--- config.mk ---
export PLATFORM = sky130hd
export DESIGN_NAME = ppd_divider_stabilizer
export DESIGN_NICKNAME = d
export VERILOG_FILES = /design/src/include/ppd_pkg.sv /design/src/hdl/ppd_stage_counter.sv /design/src/hdl/ppd_divider_stabilizer.sv
export SDC_FILE = /design/constraint.sdc
export NUM_CORES = 1
export LEC_CHECK = 0
export ABC_AREA = 1
export BUFFER_PORTS_ARGS = -buffer_cell sky130_fd_sc_hd__buf_2
export CAP_MARGIN = 25
export CORE_UTILIZATION = 40
export DETAILED_ROUTE_END_ITERATION = 8
export HOLD_SLACK_MARGIN = 0.08
export PLACE_DENSITY = 0.56
export REMOVE_ABC_BUFFERS = 1
export SYNTH_ARGS = -nofsm -noshare
export SYNTH_HDL_FRONTEND = slang
export SYNTH_SLANG_ARGS = --single-unit
--- constraint.sdc ---
create_clock -name core_clk_in -period 4.6 [get_ports core_clk_in]
set_clock_uncertainty 0.15 [all_clocks]
set_input_delay 0.69 -clock core_clk_in [delete_from_list [all_inputs] [get_ports core_clk_in]]
set_output_delay 0.69 -clock core_clk_in [all_outputs]
set_load 0.005 [all_outputs]
--- src/include/ppd_pkg.sv ---
// Purpose: shared constants for the programmable divider stabilizer core
// Assumes: one 25 MHz core clock, all divider inputs sampled as pulses
// Notes: digits are plain BCD, one nibble per stage
package ppd_pkg;
   localparam int CLK_PERIOD_NS = 40;
   localparam int SYNC_DEPTH = 2;
   localparam int DIGIT_W = 4;
   localparam logic [3:0] DIGIT_MAX = 4'h9;
   localparam logic [3:0] LOW_BAND_MIN_DIGIT = 4'h5;
   localparam int DECADE_MOD = 10;
   localparam int DECADE_W = 4;
   localparam int FINAL_MOD = 35;
   localparam int FINAL_W = 6;
   localparam int REF_MOD = 1000;
   localparam int REF_W = 10;
endpackage : ppd_pkg

--- src/hdl/ppd_stage_counter.sv ---
// Purpose: one divide-by-MOD stage with a programmable skip per overall cycle
// Assumes: in_pulse_in is a single-cycle pulse in the core clock domain
// Notes: out_pulse_out is combinational and lasts one cycle
module ppd_stage_counter #(
   parameter int unsigned MOD = 10,
   parameter int unsigned W = 4
) (
   input wire logic core_clk_in,
   input wire logic rst_n_in,
   input wire logic sync_clear_in,
   input wire logic in_pulse_in,
   input wire logic restart_in,
   input wire logic [W-1:0] skip_in,
   output logic out_pulse_out
);
   localparam logic [W-1:0] TERMINAL = W'(MOD - 1);
   localparam logic [W-1:0] ZERO = '0;

   logic [W-1:0] cnt_q;
   logic [W-1:0] cnt_d;
   wire logic at_terminal = (cnt_q == TERMINAL);
   // no terminal pulse leaks out while the chain is being cleared
   wire logic wrap = in_pulse_in && at_terminal && !sync_clear_in;
   wire logic [W-1:0] reload = restart_in ? skip_in : ZERO;

   assign out_pulse_out = wrap;

   always_comb begin
      cnt_d = cnt_q;
      if (sync_clear_in) begin
         cnt_d = ZERO;
      end else if (wrap) begin
         cnt_d = reload;
      end else if (in_pulse_in) begin
         cnt_d = cnt_q + 1'b1;
      end
   end

   always_ff @(posedge core_clk_in or negedge rst_n_in) begin
      if (!rst_n_in) begin
         cnt_q <= ZERO;
      end else begin
         cnt_q <= cnt_d;
      end
   end

   AST_STAGE_OUT_NEEDS_IN: assert property (@(posedge core_clk_in) disable iff (!rst_n_in)
      out_pulse_out |-> in_pulse_in) else $error("stage output without input pulse");
   AST_STAGE_BOUND: assert property (@(posedge core_clk_in) disable iff (!rst_n_in)
      cnt_q <= TERMINAL) else $error("stage count beyond modulus");
   AST_STAGE_RELOAD: assert property (@(posedge core_clk_in) disable iff (!rst_n_in)
      (wrap && restart_in && !sync_clear_in) |=> (cnt_q == $past(skip_in)))
      else $error("stage skip not loaded at cycle start");
   AST_STAGE_WRAP: assert property (@(posedge core_clk_in) disable iff (!rst_n_in)
      (wrap && !restart_in && !sync_clear_in) |=> (cnt_q == ZERO))
      else $error("stage did not wrap to zero");
endmodule // ppd_stage_counter

--- src/hdl/ppd_divider_stabilizer.sv ---
// Purpose: variable divider, reference divider and phase/frequency comparator
// Assumes: oscillator, standard and selection lines arrive asynchronously
// Notes: oscillator rate must stay well below half the core clock
//
// Summary of operation
// - divide oscillator by 25001 to 35000
// - three decades cascade into 26-to-35 stage
// - unprogrammed decade gives one pulse per ten
// - unprogrammed final stage divides by 35
// - digits set pulses skipped from count
// - low digit first decade, high digit final
// - skip applied once per overall divider cycle
// - final stage output is 100 pps locked
// - reference divides 100 kHz standard by 1000
// - comparator continuously compares both pulse trains
// - small error drives correction level toward lock
// - output spans 2.5001 to 3.5 MHz
// - top digit picks lower or upper oscillator
// - large error emits narrow sweep pulse
module ppd_divider_stabilizer (
   input wire logic core_clk_in,
   input wire logic rst_n_in,
   input wire logic sync_clear_in,
   input wire logic osc_in,
   input wire logic std_100k_in,
   input wire logic [3:0] sel_digit0_in,
   input wire logic [3:0] sel_digit1_in,
   input wire logic [3:0] sel_digit2_in,
   input wire logic [3:0] sel_digit3_in,
   output logic pump_up_out,
   output logic pump_down_out,
   output logic sweep_up_out,
   output logic sweep_down_out,
   output logic var_pulse_out,
   output logic ref_pulse_out,
   output logic low_osc_en_out,
   output logic high_osc_en_out
);
   ////////////////////////////////////////////////////////////////////////////
   // helpers
   function automatic logic [3:0] ppd_clamp_digit(input logic [3:0] d);
      ppd_clamp_digit = (d > ppd_pkg::DIGIT_MAX) ? ppd_pkg::DIGIT_MAX : d;
   endfunction

   ////////////////////////////////////////////////////////////////////////////
   // input synchronizers
   logic [2:0] osc_sync_q;
   logic [2:0] std_sync_q;
   logic [15:0] sel_meta_q;
   logic [15:0] sel_q;
   logic [15:0] sel_hold_q;
   logic [15:0] sel_raw;

   assign sel_raw = {sel_digit3_in, sel_digit2_in, sel_digit1_in, sel_digit0_in};

   always_ff @(posedge core_clk_in or negedge rst_n_in) begin
      if (!rst_n_in) begin
         osc_sync_q <= 3'h0;
         std_sync_q <= 3'h0;
         sel_meta_q <= 16'h0000;
         sel_q <= 16'h0000;
         sel_hold_q <= 16'h0000;
      end else begin
         osc_sync_q <= {osc_sync_q[1:0], osc_in};
         std_sync_q <= {std_sync_q[1:0], std_100k_in};
         sel_meta_q <= sel_raw;
         sel_q <= sel_meta_q;
         // digit word taken only once it stood two samples, no mixed codes
         if (sel_q == sel_meta_q) begin
            sel_hold_q <= sel_q;
         end
      end
   end

   wire logic osc_edge = osc_sync_q[1] && !osc_sync_q[2];
   wire logic std_edge = std_sync_q[1] && !std_sync_q[2];
   wire logic [3:0] digit0 =
      ppd_clamp_digit(sel_hold_q[0*ppd_pkg::DIGIT_W +: ppd_pkg::DIGIT_W]);
   wire logic [3:0] digit1 =
      ppd_clamp_digit(sel_hold_q[1*ppd_pkg::DIGIT_W +: ppd_pkg::DIGIT_W]);
   wire logic [3:0] digit2 =
      ppd_clamp_digit(sel_hold_q[2*ppd_pkg::DIGIT_W +: ppd_pkg::DIGIT_W]);
   wire logic [3:0] digit3 =
      ppd_clamp_digit(sel_hold_q[3*ppd_pkg::DIGIT_W +: ppd_pkg::DIGIT_W]);

   ////////////////////////////////////////////////////////////////////////////
   // variable divider chain
   logic dec1_pulse;
   logic dec2_pulse;
   logic dec3_pulse;
   logic final_pulse;

   // the final stage pulse marks the overall cycle boundary for every stage
   ppd_stage_counter #(.MOD(ppd_pkg::DECADE_MOD), .W(ppd_pkg::DECADE_W)) u_first_decade_stage (
      .core_clk_in(core_clk_in),
      .rst_n_in(rst_n_in),
      .sync_clear_in(sync_clear_in),
      .in_pulse_in(osc_edge),
      .restart_in(final_pulse),
      .skip_in(digit0),
      .out_pulse_out(dec1_pulse)
   );

   ppd_stage_counter #(.MOD(ppd_pkg::DECADE_MOD), .W(ppd_pkg::DECADE_W)) u_second_decade_stage (
      .core_clk_in(core_clk_in),
      .rst_n_in(rst_n_in),
      .sync_clear_in(sync_clear_in),
      .in_pulse_in(dec1_pulse),
      .restart_in(final_pulse),
      .skip_in(digit1),
      .out_pulse_out(dec2_pulse)
   );

   ppd_stage_counter #(.MOD(ppd_pkg::DECADE_MOD), .W(ppd_pkg::DECADE_W)) u_third_decade_stage (
      .core_clk_in(core_clk_in),
      .rst_n_in(rst_n_in),
      .sync_clear_in(sync_clear_in),
      .in_pulse_in(dec2_pulse),
      .restart_in(final_pulse),
      .skip_in(digit2),
      .out_pulse_out(dec3_pulse)
   );

   ppd_stage_counter #(.MOD(ppd_pkg::FINAL_MOD), .W(ppd_pkg::FINAL_W)) u_final_variable_stage (
      .core_clk_in(core_clk_in),
      .rst_n_in(rst_n_in),
      .sync_clear_in(sync_clear_in),
      .in_pulse_in(dec3_pulse),
      .restart_in(final_pulse),
      .skip_in({2'h0, digit3}),
      .out_pulse_out(final_pulse)
   );

   ////////////////////////////////////////////////////////////////////////////
   // reference divider
   logic ref_pulse;

   ppd_stage_counter #(.MOD(ppd_pkg::REF_MOD), .W(ppd_pkg::REF_W)) u_reference_divider (
      .core_clk_in(core_clk_in),
      .rst_n_in(rst_n_in),
      .sync_clear_in(sync_clear_in),
      .in_pulse_in(std_edge),
      .restart_in(1'b0),
      .skip_in(10'h000),
      .out_pulse_out(ref_pulse)
   );

   ////////////////////////////////////////////////////////////////////////////
   // phase/frequency comparator
   logic up_q;
   logic down_q;
   logic ref_run_q;
   logic var_run_q;
   logic sweep_up_q;
   logic sweep_down_q;
   logic var_out_q;
   logic ref_out_q;
   logic low_osc_q;

   wire logic ref_only = ref_pulse && !final_pulse;
   wire logic var_only = final_pulse && !ref_pulse;
   wire logic up_raw = up_q || ref_pulse;
   wire logic down_raw = down_q || final_pulse;
   wire logic pump_cancel = up_raw && down_raw;
   wire logic up_d = sync_clear_in ? 1'b0 : (up_raw && !pump_cancel);
   wire logic down_d = sync_clear_in ? 1'b0 : (down_raw && !pump_cancel);
   wire logic ref_run_d = sync_clear_in ? 1'b0 :
                          (ref_only ? 1'b1 : ((final_pulse) ? 1'b0 : ref_run_q));
   wire logic var_run_d = sync_clear_in ? 1'b0 :
                          (var_only ? 1'b1 : ((ref_pulse) ? 1'b0 : var_run_q));
   wire logic sweep_up_d = !sync_clear_in && ref_only && ref_run_q;
   wire logic sweep_down_d = !sync_clear_in && var_only && var_run_q;
   wire logic low_osc_d = (digit3 >= ppd_pkg::LOW_BAND_MIN_DIGIT);

   always_ff @(posedge core_clk_in or negedge rst_n_in) begin
      if (!rst_n_in) begin
         up_q <= 1'b0;
         down_q <= 1'b0;
         ref_run_q <= 1'b0;
         var_run_q <= 1'b0;
         sweep_up_q <= 1'b0;
         sweep_down_q <= 1'b0;
         var_out_q <= 1'b0;
         ref_out_q <= 1'b0;
         low_osc_q <= 1'b0;
      end else begin
         up_q <= up_d;
         down_q <= down_d;
         ref_run_q <= ref_run_d;
         var_run_q <= var_run_d;
         sweep_up_q <= sweep_up_d;
         sweep_down_q <= sweep_down_d;
         var_out_q <= final_pulse;
         ref_out_q <= ref_pulse;
         low_osc_q <= low_osc_d;
      end
   end

   assign pump_up_out = up_q;
   assign pump_down_out = down_q;
   assign sweep_up_out = sweep_up_q;
   assign sweep_down_out = sweep_down_q;
   assign var_pulse_out = var_out_q;
   assign ref_pulse_out = ref_out_q;
   assign low_osc_en_out = low_osc_q;
   assign high_osc_en_out = !low_osc_q;

   ////////////////////////////////////////////////////////////////////////////
   // checks
   AST_PFD_UP: assert property (@(posedge core_clk_in) disable iff (!rst_n_in)
      (ref_only && !down_q && !sync_clear_in) |=> up_q)
      else $error("reference lead did not raise level");
   AST_PFD_DOWN: assert property (@(posedge core_clk_in) disable iff (!rst_n_in)
      (var_only && !up_q && !sync_clear_in) |=> down_q)
      else $error("divider lead did not lower level");
   AST_PFD_EXCLUSIVE: assert property (@(posedge core_clk_in) disable iff (!rst_n_in)
      !(up_q && down_q)) else $error("pump up and down both active");
   AST_SWEEP_DOWN: assert property (@(posedge core_clk_in) disable iff (!rst_n_in)
      (var_only && var_run_q && !sync_clear_in) |=> (sweep_down_q ##1 !sweep_down_q))
      else $error("missing narrow sweep down pulse");
   AST_SWEEP_UP: assert property (@(posedge core_clk_in) disable iff (!rst_n_in)
      sweep_up_q |-> ($past(ref_pulse) && !$past(final_pulse)))
      else $error("sweep up without reference pulse");
   AST_SYNC_CLEAR: assert property (@(posedge core_clk_in) disable iff (!rst_n_in)
      sync_clear_in |=> (!up_q && !down_q && !ref_run_q && !var_run_q))
      else $error("comparator not cleared");
   AST_OSC_SELECT: assert property (@(posedge core_clk_in) disable iff (!rst_n_in)
      (digit3 >= ppd_pkg::LOW_BAND_MIN_DIGIT) |=> (low_osc_en_out && !high_osc_en_out))
      else $error("lower oscillator not enabled");
   AST_VAR_OUT: assert property (@(posedge core_clk_in) disable iff (!rst_n_in)
      final_pulse |=> (var_pulse_out ##1 !var_pulse_out))
      else $error("variable output pulse wrong");
   AST_FINAL_NEEDS_CHAIN: assert property (@(posedge core_clk_in) disable iff (!rst_n_in)
      final_pulse |-> (dec3_pulse && dec2_pulse && dec1_pulse && osc_edge))
      else $error("final pulse without full chain");
endmodule // ppd_divider_stabilizer

==> summary.md, run 1 <==
• **gp weighted congestion** 0.8167
• **TritonCTS buffer count** 9
• **critical path startpoint category** register
• **CTS H-Tree Depth** 3
• **portion of the post-synthesis area used by sequential elements** 56.75%
• **data required time of the critical path** 4.72 ns
• **Final min period** 2.064 ns
• **run status** complete, no violations
• **slowest cell delay on critical path** 0.41 ns
• **power density normalized to cell area** 331.8 nW/um^2
• **biggest area contributors in the synthesized netlist** sky130_fd_sc_hd__dfrtp_1 (57%), sky130_fd_sc_hd__nand2_1 (8.5%), sky130_fd_sc_hd__nand3_1 (5.0%)
• **clock-pin slew on the worst setup and hold paths** 0.09 ns
• **distinct cell type count after synthesis** 36
• **number of standard cells in the layout, taps in and fillers out** 589
• **end of the worst hold path** osc_sync_q[1]
• **max cap viols** 0
• **P_leak** 0.002135 uW
• **Synth area leader** sky130_fd_sc_hd__dfrtp_1
• **type of the worst min-delay path** register to register
• **Max-Slew Margin vs Limit** 54.37%
• **Worst Setup Slack post-DPL** 2.343 ns
• **Final Hold Viols** 0
• **setup repair bufs after CTS** 0
• **area of the core** 9729 um^2
• **Die ar.** 10,440 um^2
• **min-delay src** osc_sync_q[0]
• **dpl hpwl** 4997 um
• **global-route usage over all layers** 14.85%
• **1st-iter DRT viols** 222
• **Layout Nets** 481
• **Syn Std Cell Area** 4013 um^2
• **largest fanout of any net on the critical path** 14
• **post-synthesis average cell area** 9.646 um^2
• **mean number of vias per cell** 4.655
• **category of the critical setup timing path** register to register
• **number of antenna repair diodes** 0
• **# setup viols final** 0
• **launching element of the worst setup path** u_first_decade_stage.cnt_q[1]
• **unrepaired setup endpoints after global routing** no
• **part of the cycle the worst path needs** 44.86%
• **highest clock rate** 484.6 MHz
• **Final Max Slew Viols** 0
• **critical register-to-register path endpoint** u_first_decade_stage.cnt_q[2]
• **synthesized netlist cell count** 416
• **crit path capture type** register
• **sum of routed wire length over all layers** 6957 um
• **total global routing overflow** 0
• **critical-path cell list** inv_1 > ha_1 > nand3_2 > nor3_4 > nand4_2 > clkinv_1 > a21oi_1 > nor2_1
• **number of instances resized during post-cts repair** 0
• **buffer cell driving the clock tree root** sky130_fd_sc_hd__clkbuf_8
• **R2R Path Start** u_first_decade_stage.cnt_q[1]
• **growth of design area from synthesis to finish** 11.85%
• **pin count of the biggest net entering global routing** 58
• **Die Ht** 102.2 um
• **aggregate negative setup slack** 0 ns
• **Boundary Pins** 29
• **CTS hold repair buffers** 0
• **data arrival time of the critical path** 2.19 ns
• **worst reg2reg setup slack** 2.54 ns
• **slew at the pin closest to its max-slew limit** 0.6844 ns
• **Initial DRT Pass Iterations** 4
• **width of the die** 102.2 um
• **antenna-violating nets left** 0
• **Placed Instances** 573
• **count of buffers from port buffering** 28
• **worst skew pair latency** 0.34 ns
• **TritonCTS clock tree** yes
• **sink count of the clock tree** 91
• **number of vias in the routed layout** 2,742
• **Worst Hold Path Cells** 0
• **Routed WL per cell** 11.81 um
• **antenna violations before repair** 0
• **number of warnings printed during yosys synthesis** 0
• **largest buffer count on any clock path** 2
• **Worst IR Drop VDD** 0.1755 mV
• **logic depth of the worst register-to-register path** 8
• **detailed-route DRC error count** 0
• **initial cell density of the core** 41.24%
• **FF+latch count, synth** 91
• **first-pass GRT wire length** 11,990 um
• **slowest stage cell on the critical path** sky130_fd_sc_hd__dfrtp_1
• **vias in the first global route** 2,572
• **Core Rows** 36
• **post-synth top area share** 56.75%
• **fraction of layout instances using a drive strength above 1** 14.47%
• **post-route setup slack** 2.536 ns
[worst max path at each step]
stage | endpoint | cells after the start
after floorplan | u_third_decade_stage.cnt_q[0] | 5
after global placement | u_third_decade_stage.cnt_q[0] | 6
after detailed placement | u_first_decade_stage.cnt_q[2] | 6
after CTS | u_first_decade_stage.cnt_q[2] | 8
after global routing | u_third_decade_stage.cnt_q[0] | 8
final | u_first_decade_stage.cnt_q[2] | 8
[worst max-delay path: cells and delay by family, from the launching register on]
family	cells	cell delay [ns]
AOI/OAI and AO/OA	1	0.10
buffers and inverters	2	0.36
adders and majority gates	1	0.14
and+or+nand+nor	4	0.82
DFF	1	0.41
[sequential cells by signal (all words and copies together) (netlist names)]
| signal | flops |
|---|---|
| low_osc_en_out | 1 |
| osc_sync_q | 3 |
| pump_down_out | 1 |
| pump_up_out | 1 |
| ref_pulse_out | 1 |
| ref_run_q | 1 |
| sel_hold_q | 16 |
| sel_meta_q | 16 |
| sel_q | 16 |
| std_sync_q | 3 |
| sweep_down_out | 1 |
| sweep_up_out | 1 |
| u_final_variable_stage.cnt_q | 6 |
| u_first_decade_stage.cnt_q | 4 |
| u_reference_divider.cnt_q | 10 |
| u_second_decade_stage.cnt_q | 4 |
| u_third_decade_stage.cnt_q | 4 |
| var_pulse_out | 1 |
| var_run_q | 1 |
[stage by stage]
| stage | hold slack, ns | util, % | total power, uW | instance area [um^2] |
|---|---|---|---|---|
| after floorplan | 0.1812 | - | 921.0 | 3969 |
| after global placement | 0.1826 | 44.05 | 960.1 | 4285 |
| after detailed placement | 0.1872 | 44.05 | 962.1 | 4285 |
| after CTS | 0.2090 | 46.13 | 1516 | 4488 |
| after global routing | 0.2398 | 46.13 | 1565 | 4488 |
| final | 0.2052 | 46.13 | 1489 | 4488 |
[synthesized netlist by cell type]
master and instances:
sky130_fd_sc_hd__nor2_4 6, sky130_fd_sc_hd__nor2_1 34, sky130_fd_sc_hd__o21a_1 2, sky130_fd_sc_hd__a211oi_2 1, sky130_fd_sc_hd__ha_1 9, sky130_fd_sc_hd__buf_6 3, sky130_fd_sc_hd__o21bai_1 3, sky130_fd_sc_hd__o22ai_1 3
sky130_fd_sc_hd__dfrtp_1 91, sky130_fd_sc_hd__nand2_4 1, sky130_fd_sc_hd__o21ba_1 1, sky130_fd_sc_hd__nand2_1 91, sky130_fd_sc_hd__xnor2_1 16, sky130_fd_sc_hd__nand2_2 1, sky130_fd_sc_hd__inv_2 5, sky130_fd_sc_hd__nand4_1 8
sky130_fd_sc_hd__nand4_2 1, sky130_fd_sc_hd__nor3_1 8, sky130_fd_sc_hd__nor3_4 1, sky130_fd_sc_hd__a31oi_1 1, sky130_fd_sc_hd__inv_1 36, sky130_fd_sc_hd__buf_2 2, sky130_fd_sc_hd__a21oi_1 11, sky130_fd_sc_hd__a21oi_2 1
sky130_fd_sc_hd__a2bb2oi_1 1, sky130_fd_sc_hd__xor2_1 8, sky130_fd_sc_hd__nor3b_1 1, sky130_fd_sc_hd__nand3_1 40, sky130_fd_sc_hd__nor3_2 1, sky130_fd_sc_hd__clkinv_1 1, sky130_fd_sc_hd__a22oi_1 2, sky130_fd_sc_hd__nor2_2 1
sky130_fd_sc_hd__or2_1 1, sky130_fd_sc_hd__nand3_2 3, sky130_fd_sc_hd__o21ai_1 5, sky130_fd_sc_hd__o21ai_0 16
[report_power, final]
group          internal [uW]  leakage [uW]  switching, uW
Combinational           36.7      0.000859           56.6
Sequential               827       0.00117           23.4
Clock                    270      0.000104            276
Total                   1130       0.00214            356
[cells in the final DEF, fill, tap and decap left out, types with 5 or more instances in the layout]
master	netlist	layout
sky130_fd_sc_hd__nand3_1	40	40
sky130_fd_sc_hd__o21ai_1	5	5
sky130_fd_sc_hd__nand2_1	91	91
sky130_fd_sc_hd__a21oi_1	11	11
sky130_fd_sc_hd__xnor2_1	16	16
sky130_fd_sc_hd__nor2_1	34	34
sky130_fd_sc_hd__nand4_1	8	8
sky130_fd_sc_hd__o21ai_0	16	16
sky130_fd_sc_hd__buf_2	2	27
sky130_fd_sc_hd__clkbuf_8	0	10
sky130_fd_sc_hd__inv_2	5	5
sky130_fd_sc_hd__ha_1	9	9
sky130_fd_sc_hd__inv_1	36	36
sky130_fd_sc_hd__xor2_1	8	8
sky130_fd_sc_hd__nor3_1	8	8
sky130_fd_sc_hd__nor2_4	6	6
sky130_fd_sc_hd__dfrtp_1	91	91
[kinds of logic (layout without fill, tap and decap cells)]
logic type,Yosys count,after routing,share of synthesized area (%)
and+or+nand+nor,198,198,23.26
DFF,91,91,56.75
AOI/OAI and AO/OA,47,47,6.922
buffers and inverters,47,87,5.020
xor gates and xnor gates,24,24,5.239
adders and majority gates,9,9,2.806
[metal layers]
metal  vias to the layer above  global-route usage [%]  wire, um
li1                       1418                       -         -
met1                      1269                   22.31      3626
met2                        53                   21.27      3024
met3                         2                   3.557       274
met4                         0                   4.286        31
met5                         -                       0         0
[area by class of cell]
class / count / area, um^2
Clock buffer: 11 / 141.4
Sequential cell: 91 / 2277
Inverter: 42 / 157.7
Multi-Input combinational cell: 278 / 1534
Clock inverter: 5 / 61.31
Fill cell: 968 / 5241
Tap cell: 133 / 166.4
Timing Repair Buffer: 29 / 150.1
No activity file was read; power rests on OpenSTA's default activity.
==> inputs of run 2 (changes only) <==
==> constraint.sdc (replaced) <==
create_clock -name core_clk_in -period 2.15 [get_ports core_clk_in]
set_clock_uncertainty 0.15 [all_clocks]
set_input_delay 0.3225 -clock core_clk_in [delete_from_list [all_inputs] [get_ports core_clk_in]]
set_output_delay 0.3225 -clock core_clk_in [all_outputs]
set_load 0.005 [all_outputs]
==> summary.md, run 2 (same netlist as run 1, synthesis figures left out) <==
• **run status** complete, no violations, unchanged
• **data arrival time of the critical path** 1.91 ns, was 2.19 ns
• **part of the cycle the worst path needs** 83.94%, was 44.86%
• **Max-Slew Margin vs Limit** 71.88%, was 54.37%
• **count of buffers from port buffering** 28, unchanged
• **Internal Power** 2657 uW, was 1133 uW
• **first-pass GRT wire length** 12,760 um, was 11,990 um
• **1st-iter DRT viols** 117, was 222
• **sum of routed wire length over all layers** 7128 um, was 6957 um
• **type of the worst min-delay path** register to register, unchanged
• **critical path startpoint category** register, unchanged
• **number of antenna repair diodes** 0, unchanged
• **Final min period** 1.805 ns, was 2.064 ns
• **data required time of the critical path** 2.25 ns, was 4.72 ns
• **growth of design area from synthesis to finish** 18.90%, was 11.85%
• **dpl hpwl** 5151 um, was 4997 um
• **worst skew pair latency** 0.36 ns, was 0.34 ns
• **Core Rows** 36, unchanged
• **portion of total power attributed to sequential cells** 52.7%, was 57.1%
• **pin count of the biggest net entering global routing** 37, was 58
• **sink count of the clock tree** 91, unchanged
• **# setup viols final** 0, unchanged
• **TritonCTS buffer count** 9, unchanged
• **vias in the first global route** 2,793, was 2,572
• **max cap viols** 0, unchanged
• **largest registers ranked by flip-flop count** sel_hold_q (16), sel_meta_q (16), sel_q (16), unchanged
• **power density normalized to cell area** 724.0 nW/um^2, was 331.8 nW/um^2
• **width of the die** 102.2 um, unchanged
• **buffer cell driving the clock tree root** sky130_fd_sc_hd__clkbuf_8, unchanged
• **post-route setup slack** 0.3453 ns, was 2.536 ns
• **P_sw** 797.1 uW, was 355.6 uW
• **Final Hold Viols** 0, unchanged
• **setup repair bufs after CTS** 0, unchanged
• **post-layout utilization of the core** 49.04%, was 46.13%
• **Sw Share** 23.08%, was 23.88%
• **Initial DRT Pass Iterations** 4, unchanged
• **unrepaired setup endpoints after global routing** no, unchanged
• **logic depth of the worst register-to-register path** 7, was 8
• **Final Max Slew Viols** 0, unchanged
• **slew at the pin closest to its max-slew limit** 0.4190 ns, was 0.6844 ns
• **Worst IR Drop VDD** 0.5255 mV, was 0.1755 mV
• **power share of the combinational group** 6.7%, was 6.3%
• **number of vias in the routed layout** 2,877, was 2,742
• **fraction of layout instances using a drive strength above 1** 15.00%, was 14.47%
• **Worst Hold Path Cells** 0, unchanged
• **aggregate negative setup slack** 0 ns, unchanged
• **antenna violations before repair** 0, unchanged
• **min-delay src** std_sync_q[0], was osc_sync_q[0]
• **Boundary Pins** 29, unchanged
• **largest fanout of any net on the critical path** 8, was 14
• **critical register-to-register path endpoint** u_first_decade_stage.cnt_q[1], was u_first_decade_stage.cnt_q[2]
• **category of the critical setup timing path** register to register, unchanged
• **highest-count cells in the layout ignoring fill and taps** sky130_fd_sc_hd__nand2_1 (91), sky130_fd_sc_hd__dfrtp_1 (91), sky130_fd_sc_hd__nand3_1 (40), unchanged
• **global-route usage over all layers** 15.85%, was 14.85%
• **number of instances resized during post-cts repair** 0, unchanged
• **CTS H-Tree Depth** 3, unchanged
• **area of the core** 9729 um^2, unchanged
• **end of the worst hold path** std_sync_q[1], was osc_sync_q[1]
• **P_leak** 0.002264 uW, was 0.002135 uW
• **clock-pin slew on the worst setup and hold paths** 0.09 ns, about the same
• **initial cell density of the core** 41.24%, unchanged
• **clock share of power** 40.5%, was 36.6%
• **R2R Path Start** u_second_decade_stage.cnt_q[0], was u_first_decade_stage.cnt_q[1]
• **largest buffer count on any clock path** 2, unchanged
• **detailed-route DRC error count** 0, unchanged
• **CTS hold repair buffers** 19, was 0
• **Routed WL per cell** 11.63 um, was 11.81 um
• **Die Ht** 102.2 um, unchanged
• **Die ar.** 10,440 um^2, unchanged
• **mean number of vias per cell** 4.693, was 4.655
• **crit path capture type** register, unchanged
• **worst reg2reg setup slack** 0.35 ns, was 2.54 ns
• **TritonCTS clock tree** yes, unchanged
• **gp weighted congestion** 0.9199, was 0.8167
• **highest clock rate** 554.1 MHz, was 484.6 MHz
• **total global routing overflow** 0, unchanged
• **Layout Nets** 505, was 481
• **antenna-violating nets left** 0, unchanged
• **Worst Setup Slack post-DPL** 0.3349 ns, was 2.343 ns
[run 2: cell types whose count changed in the layout (fill, tap and decap cells not counted)]
cell,change
sky130_fd_sc_hd__buf_12,+1
sky130_fd_sc_hd__buf_4,+4
sky130_fd_sc_hd__bufinv_16,+2
sky130_fd_sc_hd__clkbuf_1,-1
sky130_fd_sc_hd__clkbuf_8,-1
sky130_fd_sc_hd__clkinv_4,-1
sky130_fd_sc_hd__dlygate4sd3_1,+19
sky130_fd_sc_hd__inv_6,+1
[run 2: layout make-up]
class                   instances  area (um^2)
inverters                      42        157.7
multi-input cells             278         1534
flip-flops and latches         91         2277
well taps                     133        166.4
clock buffers                   9        123.9
clock inverters                 7        121.4
repair buffers                 53        390.4
fillers                       957         4959
[run 2: worst max-delay path, cell delays in order, from the launching register on]
cell and delay [ns]:
sky130_fd_sc_hd__dfrtp_1 0.44, sky130_fd_sc_hd__ha_1 0.22, sky130_fd_sc_hd__nand3_1 0.16, sky130_fd_sc_hd__inv_1 0.10
sky130_fd_sc_hd__nand4_2 0.10, sky130_fd_sc_hd__clkinv_1 0.26, sky130_fd_sc_hd__a21oi_1 0.21, sky130_fd_sc_hd__nor2_1 0.06
[run 2: per-stage QoR]
| step | instances | hold WS, ns | area (um^2) | power, uW |
|---|---|---|---|---|
| final | 613 | 0.2179 | 4771 | 3454 |
| after global routing | 613 | 0.2341 | 4771 | 3620 |
| after global placement | 578 | 0.1454 | 4335 | 2062 |
| after floorplan | 411 | -0.1231 | 3969 | 1971 |
| after CTS | 613 | 0.2119 | 4771 | 3494 |
| after detailed placement | 578 | 0.1340 | 4335 | 2067 |
[run 2: power by group through the flow]
stage               Sequential [uW]  Combinational (uW)  Clock, uW
finish                         1820                 233       1400
global route                   1830                 273       1510
CTS                            1820                 238       1430
detailed placement             1860                 211          0
global placement               1850                 209          0
floorplan                      1840                 127          0
[run 2: per-layer routing]
| layer | track usage (%) | wire, um |
|---|---|---|
| met1 | 22.72 | 3629 |
| met2 | 23.75 | 3116 |
| met3 | 4.104 | 293 |
| met4 | 4.615 | 88 |
| met5 | 0 | 0 |
[run 2: how the worst max path moves through the flow]
stage                                         from                             to  slack [ns]  cells past startpoint
finish              u_second_decade_stage.cnt_q[0]  u_first_decade_stage.cnt_q[1]        0.35                      7
global route          u_reference_divider.cnt_q[0]   u_reference_divider.cnt_q[0]        0.13                      8
CTS                 u_second_decade_stage.cnt_q[0]  u_first_decade_stage.cnt_q[1]        0.32                      7
detailed placement  u_second_decade_stage.cnt_q[0]  u_first_decade_stage.cnt_q[1]        0.33                      7
global placement    u_second_decade_stage.cnt_q[0]  u_first_decade_stage.cnt_q[2]        0.35                      7
floorplan           u_second_decade_stage.cnt_q[0]  u_first_decade_stage.cnt_q[0]        0.41                      7
==> inputs of run 3 (changes only) <==
--- a/config.mk
+++ b/config.mk
@@ -11,7 +11,7 @@
 export CORE_UTILIZATION = 40
 export DETAILED_ROUTE_END_ITERATION = 8
 export HOLD_SLACK_MARGIN = 0.08
-export PLACE_DENSITY = 0.56
+export PLACE_DENSITY = 0.58
 export REMOVE_ABC_BUFFERS = 1
 export SYNTH_ARGS = -nofsm -noshare
 export SYNTH_HDL_FRONTEND = slang
==> constraint.sdc (replaced) <==
create_clock -name core_clk_in -period 1.6 [get_ports core_clk_in]
set_clock_uncertainty 0.15 [all_clocks]
set_input_delay 0.24 -clock core_clk_in [delete_from_list [all_inputs] [get_ports core_clk_in]]
set_output_delay 0.24 -clock core_clk_in [all_outputs]
set_load 0.005 [all_outputs]
==> summary.md, run 3 (same netlist as run 1, synthesis figures left out) <==
• **gp weighted congestion** 0.8621, was 0.9199
• **count of buffers from port buffering** 28, unchanged
• **Core Rows** 36, unchanged
• **run status** complete, but fails checks, was complete, no violations
• **Die ar.** 10,440 um^2, unchanged
• **Worst IR Drop VDD** 0.6909 mV, was 0.5255 mV
• **unrepaired setup endpoints after global routing** yes, was no
• **Sw Share** 25.11%, was 23.08%
• **TritonCTS buffer count** 9, unchanged
• **data required time of the critical path** 1.75 ns, was 2.25 ns
• **category of the critical setup timing path** register to register, unchanged
• **Boundary Pins** 29, unchanged
• **largest buffer count on any clock path** 2, unchanged
• **Routed WL per cell** 11.58 um, was 11.63 um
• **antenna-violating nets left** 0, unchanged
• **max cap viols** 0, unchanged
• **detailed-route DRC error count** 0, unchanged
• **TritonCTS clock tree** yes, unchanged
• **Worst Hold Path Cells** 4, was 0
• **first-pass GRT wire length** 12,810 um, was 12,760 um
• **slew at the pin closest to its max-slew limit** 0.3784 ns, was 0.4190 ns
• **P_leak** 0.002516 uW, was 0.002264 uW
• **dpl hpwl** 5227 um, was 5151 um
• **pin count of the biggest net entering global routing** 34, was 37
• **portion of total power attributed to sequential cells** 53.6%, was 52.7%
• **fraction of layout instances using a drive strength above 1** 31.58%, was 15.00%
• **Min Hold Slack** 0.1559 ns, was 0.2179 ns
• **Internal Power** 3394 uW, was 2657 uW
• **initial cell density of the core** 41.24%, unchanged
• **Final Hold Viols** 0, unchanged
• **buffer cell driving the clock tree root** sky130_fd_sc_hd__clkbuf_8, unchanged
• **largest fanout of any net on the critical path** 5, was 8
• **1st-iter DRT viols** 115, was 117
• **largest registers ranked by flip-flop count** sel_hold_q (16), sel_meta_q (16), sel_q (16), unchanged
• **crit path capture type** register, unchanged
• **mean number of vias per cell** 4.635, was 4.693
• **CTS H-Tree Depth** 3, unchanged
• **part of the cycle the worst path needs** 109.3%, was 83.94%
• **most common cell after layout, fill and taps aside** sky130_fd_sc_hd__dfrtp_1
• **logic depth of the worst register-to-register path** 11, was 7
• **dpl cell area** 4663 um^2, was 4335 um^2
• **type of the worst min-delay path** input pin to register, was register to register
• **Layout Nets** 557, was 505
• **Die Ht** 102.2 um, unchanged
• **total non-filler cell area in the finished layout** 5421 um^2, was 4771 um^2
• **number of vias in the routed layout** 3,082, was 2,877
• **number of antenna repair diodes** 0, unchanged
• **power share of the combinational group** 9.6%, was 6.7%
• **number of fillers in the final layout** 858, was 957
• **sum of routed wire length over all layers** 7699 um, was 7128 um
• **global-route usage over all layers** 16.12%, was 15.85%
• **Initial DRT Pass Iterations** 4, unchanged
• **combined area of the multi-input logic cells** 1783 um^2, was 1534 um^2
• **clock-pin slew on the worst setup and hold paths** 0.10 ns, was 0.09 ns
• **growth of design area from synthesis to finish** 35.11%, was 18.90%
• **Max-Slew Margin vs Limit** 74.78%, was 71.88%
• **worst skew pair latency** 0.37 ns, was 0.36 ns
• **post-route setup slack** -0.1483 ns, was 0.3453 ns
• **power density normalized to cell area** 835.9 nW/um^2, was 724.0 nW/um^2
• **total global routing overflow** 0, unchanged
• **highest clock rate** 572.0 MHz, was 554.1 MHz
• **critical path startpoint category** register, unchanged
• **area occupied by registers** 2277 um^2, unchanged
• **Final Max Slew Viols** 0, unchanged
• **violations in the final reports** setup timing
• **sink count of the clock tree** 91, unchanged
• **Final min period** 1.748 ns, was 1.805 ns
• **width of the die** 102.2 um, unchanged
• **highest-count cells in the layout ignoring fill and taps** sky130_fd_sc_hd__dfrtp_1 (91), sky130_fd_sc_hd__nand2_1 (71), sky130_fd_sc_hd__buf_4 (44), was sky130_fd_sc_hd__nand2_1 (91), sky130_fd_sc_hd__dfrtp_1 (91), sky130_fd_sc_hd__nand3_1 (40)
• **data arrival time of the critical path** 1.89 ns, was 1.91 ns
• **area of the core** 9729 um^2, unchanged
• **worst reg2reg setup slack** -0.15 ns, was 0.35 ns
• **clock share of power** 36.7%, was 40.5%
• **antenna violations before repair** 0, unchanged
• **vias in the first global route** 2,990, was 2,793
• **# setup viols final** 30, was 0
• **post-layout utilization of the core** 55.72%, was 49.04%
• **P_sw** 1138 uW, was 797.1 uW
run 3: area by class of cell:
class	count	share of cell area, %
clock buffer	10	2.539
clock inverter	6	1.408
inverter	42	2.931
multi-input combinational	280	32.89
sequential	91	42.00
tap	133	3.069
timing repair buffer	103	15.16
run 3: power groups by stage:
stage          Sequential, uW  Combinational, uW  Clock [uW]
5_1_grt                  2440                495        1830
3_5_place_dp             2470                376           0
3_3_place_gp             2470                372           0
2_1_floorplan            2480                170           0
6_report                 2430                437        1660
4_1_cts                  2430                426        1730
run 3: worst max-delay path, stage by stage (launching register included):
cell	delay (ns)
sky130_fd_sc_hd__dfrtp_1	0.39
sky130_fd_sc_hd__inv_1	0.06
sky130_fd_sc_hd__ha_2	0.18
sky130_fd_sc_hd__nand3_4	0.08
sky130_fd_sc_hd__buf_6	0.13
sky130_fd_sc_hd__nor2_4	0.09
sky130_fd_sc_hd__nand2_2	0.08
sky130_fd_sc_hd__nor2_4	0.18
sky130_fd_sc_hd__nand2_1	0.11
sky130_fd_sc_hd__nor2_1	0.10
sky130_fd_sc_hd__a21oi_1	0.05
sky130_fd_sc_hd__o21ai_1	0.08
run 3: metrics by stage:
step | total power [uW] | TNS [ns] | cells | setup slack [ns]
2_1_floorplan | 2648 | -1.534 | 411 | -0.1443
3_3_place_gp | 2842 | -1.514 | 620 | -0.1338
3_5_place_dp | 2850 | -2.028 | 620 | -0.2177
4_1_cts | 4584 | -1.602 | 656 | -0.1296
5_1_grt | 4764 | -5.994 | 665 | -0.2711
6_report | 4532 | -1.382 | 665 | -0.1483
run 3: repair_timing:
item | CTS | global route
setup buffers | 1 | 6
gates cloned | 0 | 3
endpoints found under the setup margin | 28 | 49
endpoints found under the hold margin | 109 | 0
hold buffers | 19 | 0
pin swaps | 11 | 14
gates resized for setup | 21 | 52
run 3: worst paths after layout:
| check | from | endpoint |
|---|---|---|
| worst max-delay path | u_first_decade_stage.cnt_q[1] | u_third_decade_stage.cnt_q[1] |
| worst min-delay path | sync_clear_in | u_reference_divider.cnt_q[2] |
| worst max register to register | u_first_decade_stage.cnt_q[1] | u_third_decade_stage.cnt_q[1] |
| worst min register to register | osc_sync_q[0] | osc_sync_q[1] |
| max in group asynchronous | rst_n_in | sel_meta_q[0] |
| min in group asynchronous | rst_n_in | u_first_decade_stage.cnt_q[3] |
run 3: metal layers:
metal  routed length [um]  up-vias  GRT usage [%]
met4                  129        0          6.593
met3                  218       10          4.514
met1                 3475     1441          18.21
met2                 3876       50          28.65
met5                    0        -              0
li1                     -     1581              -
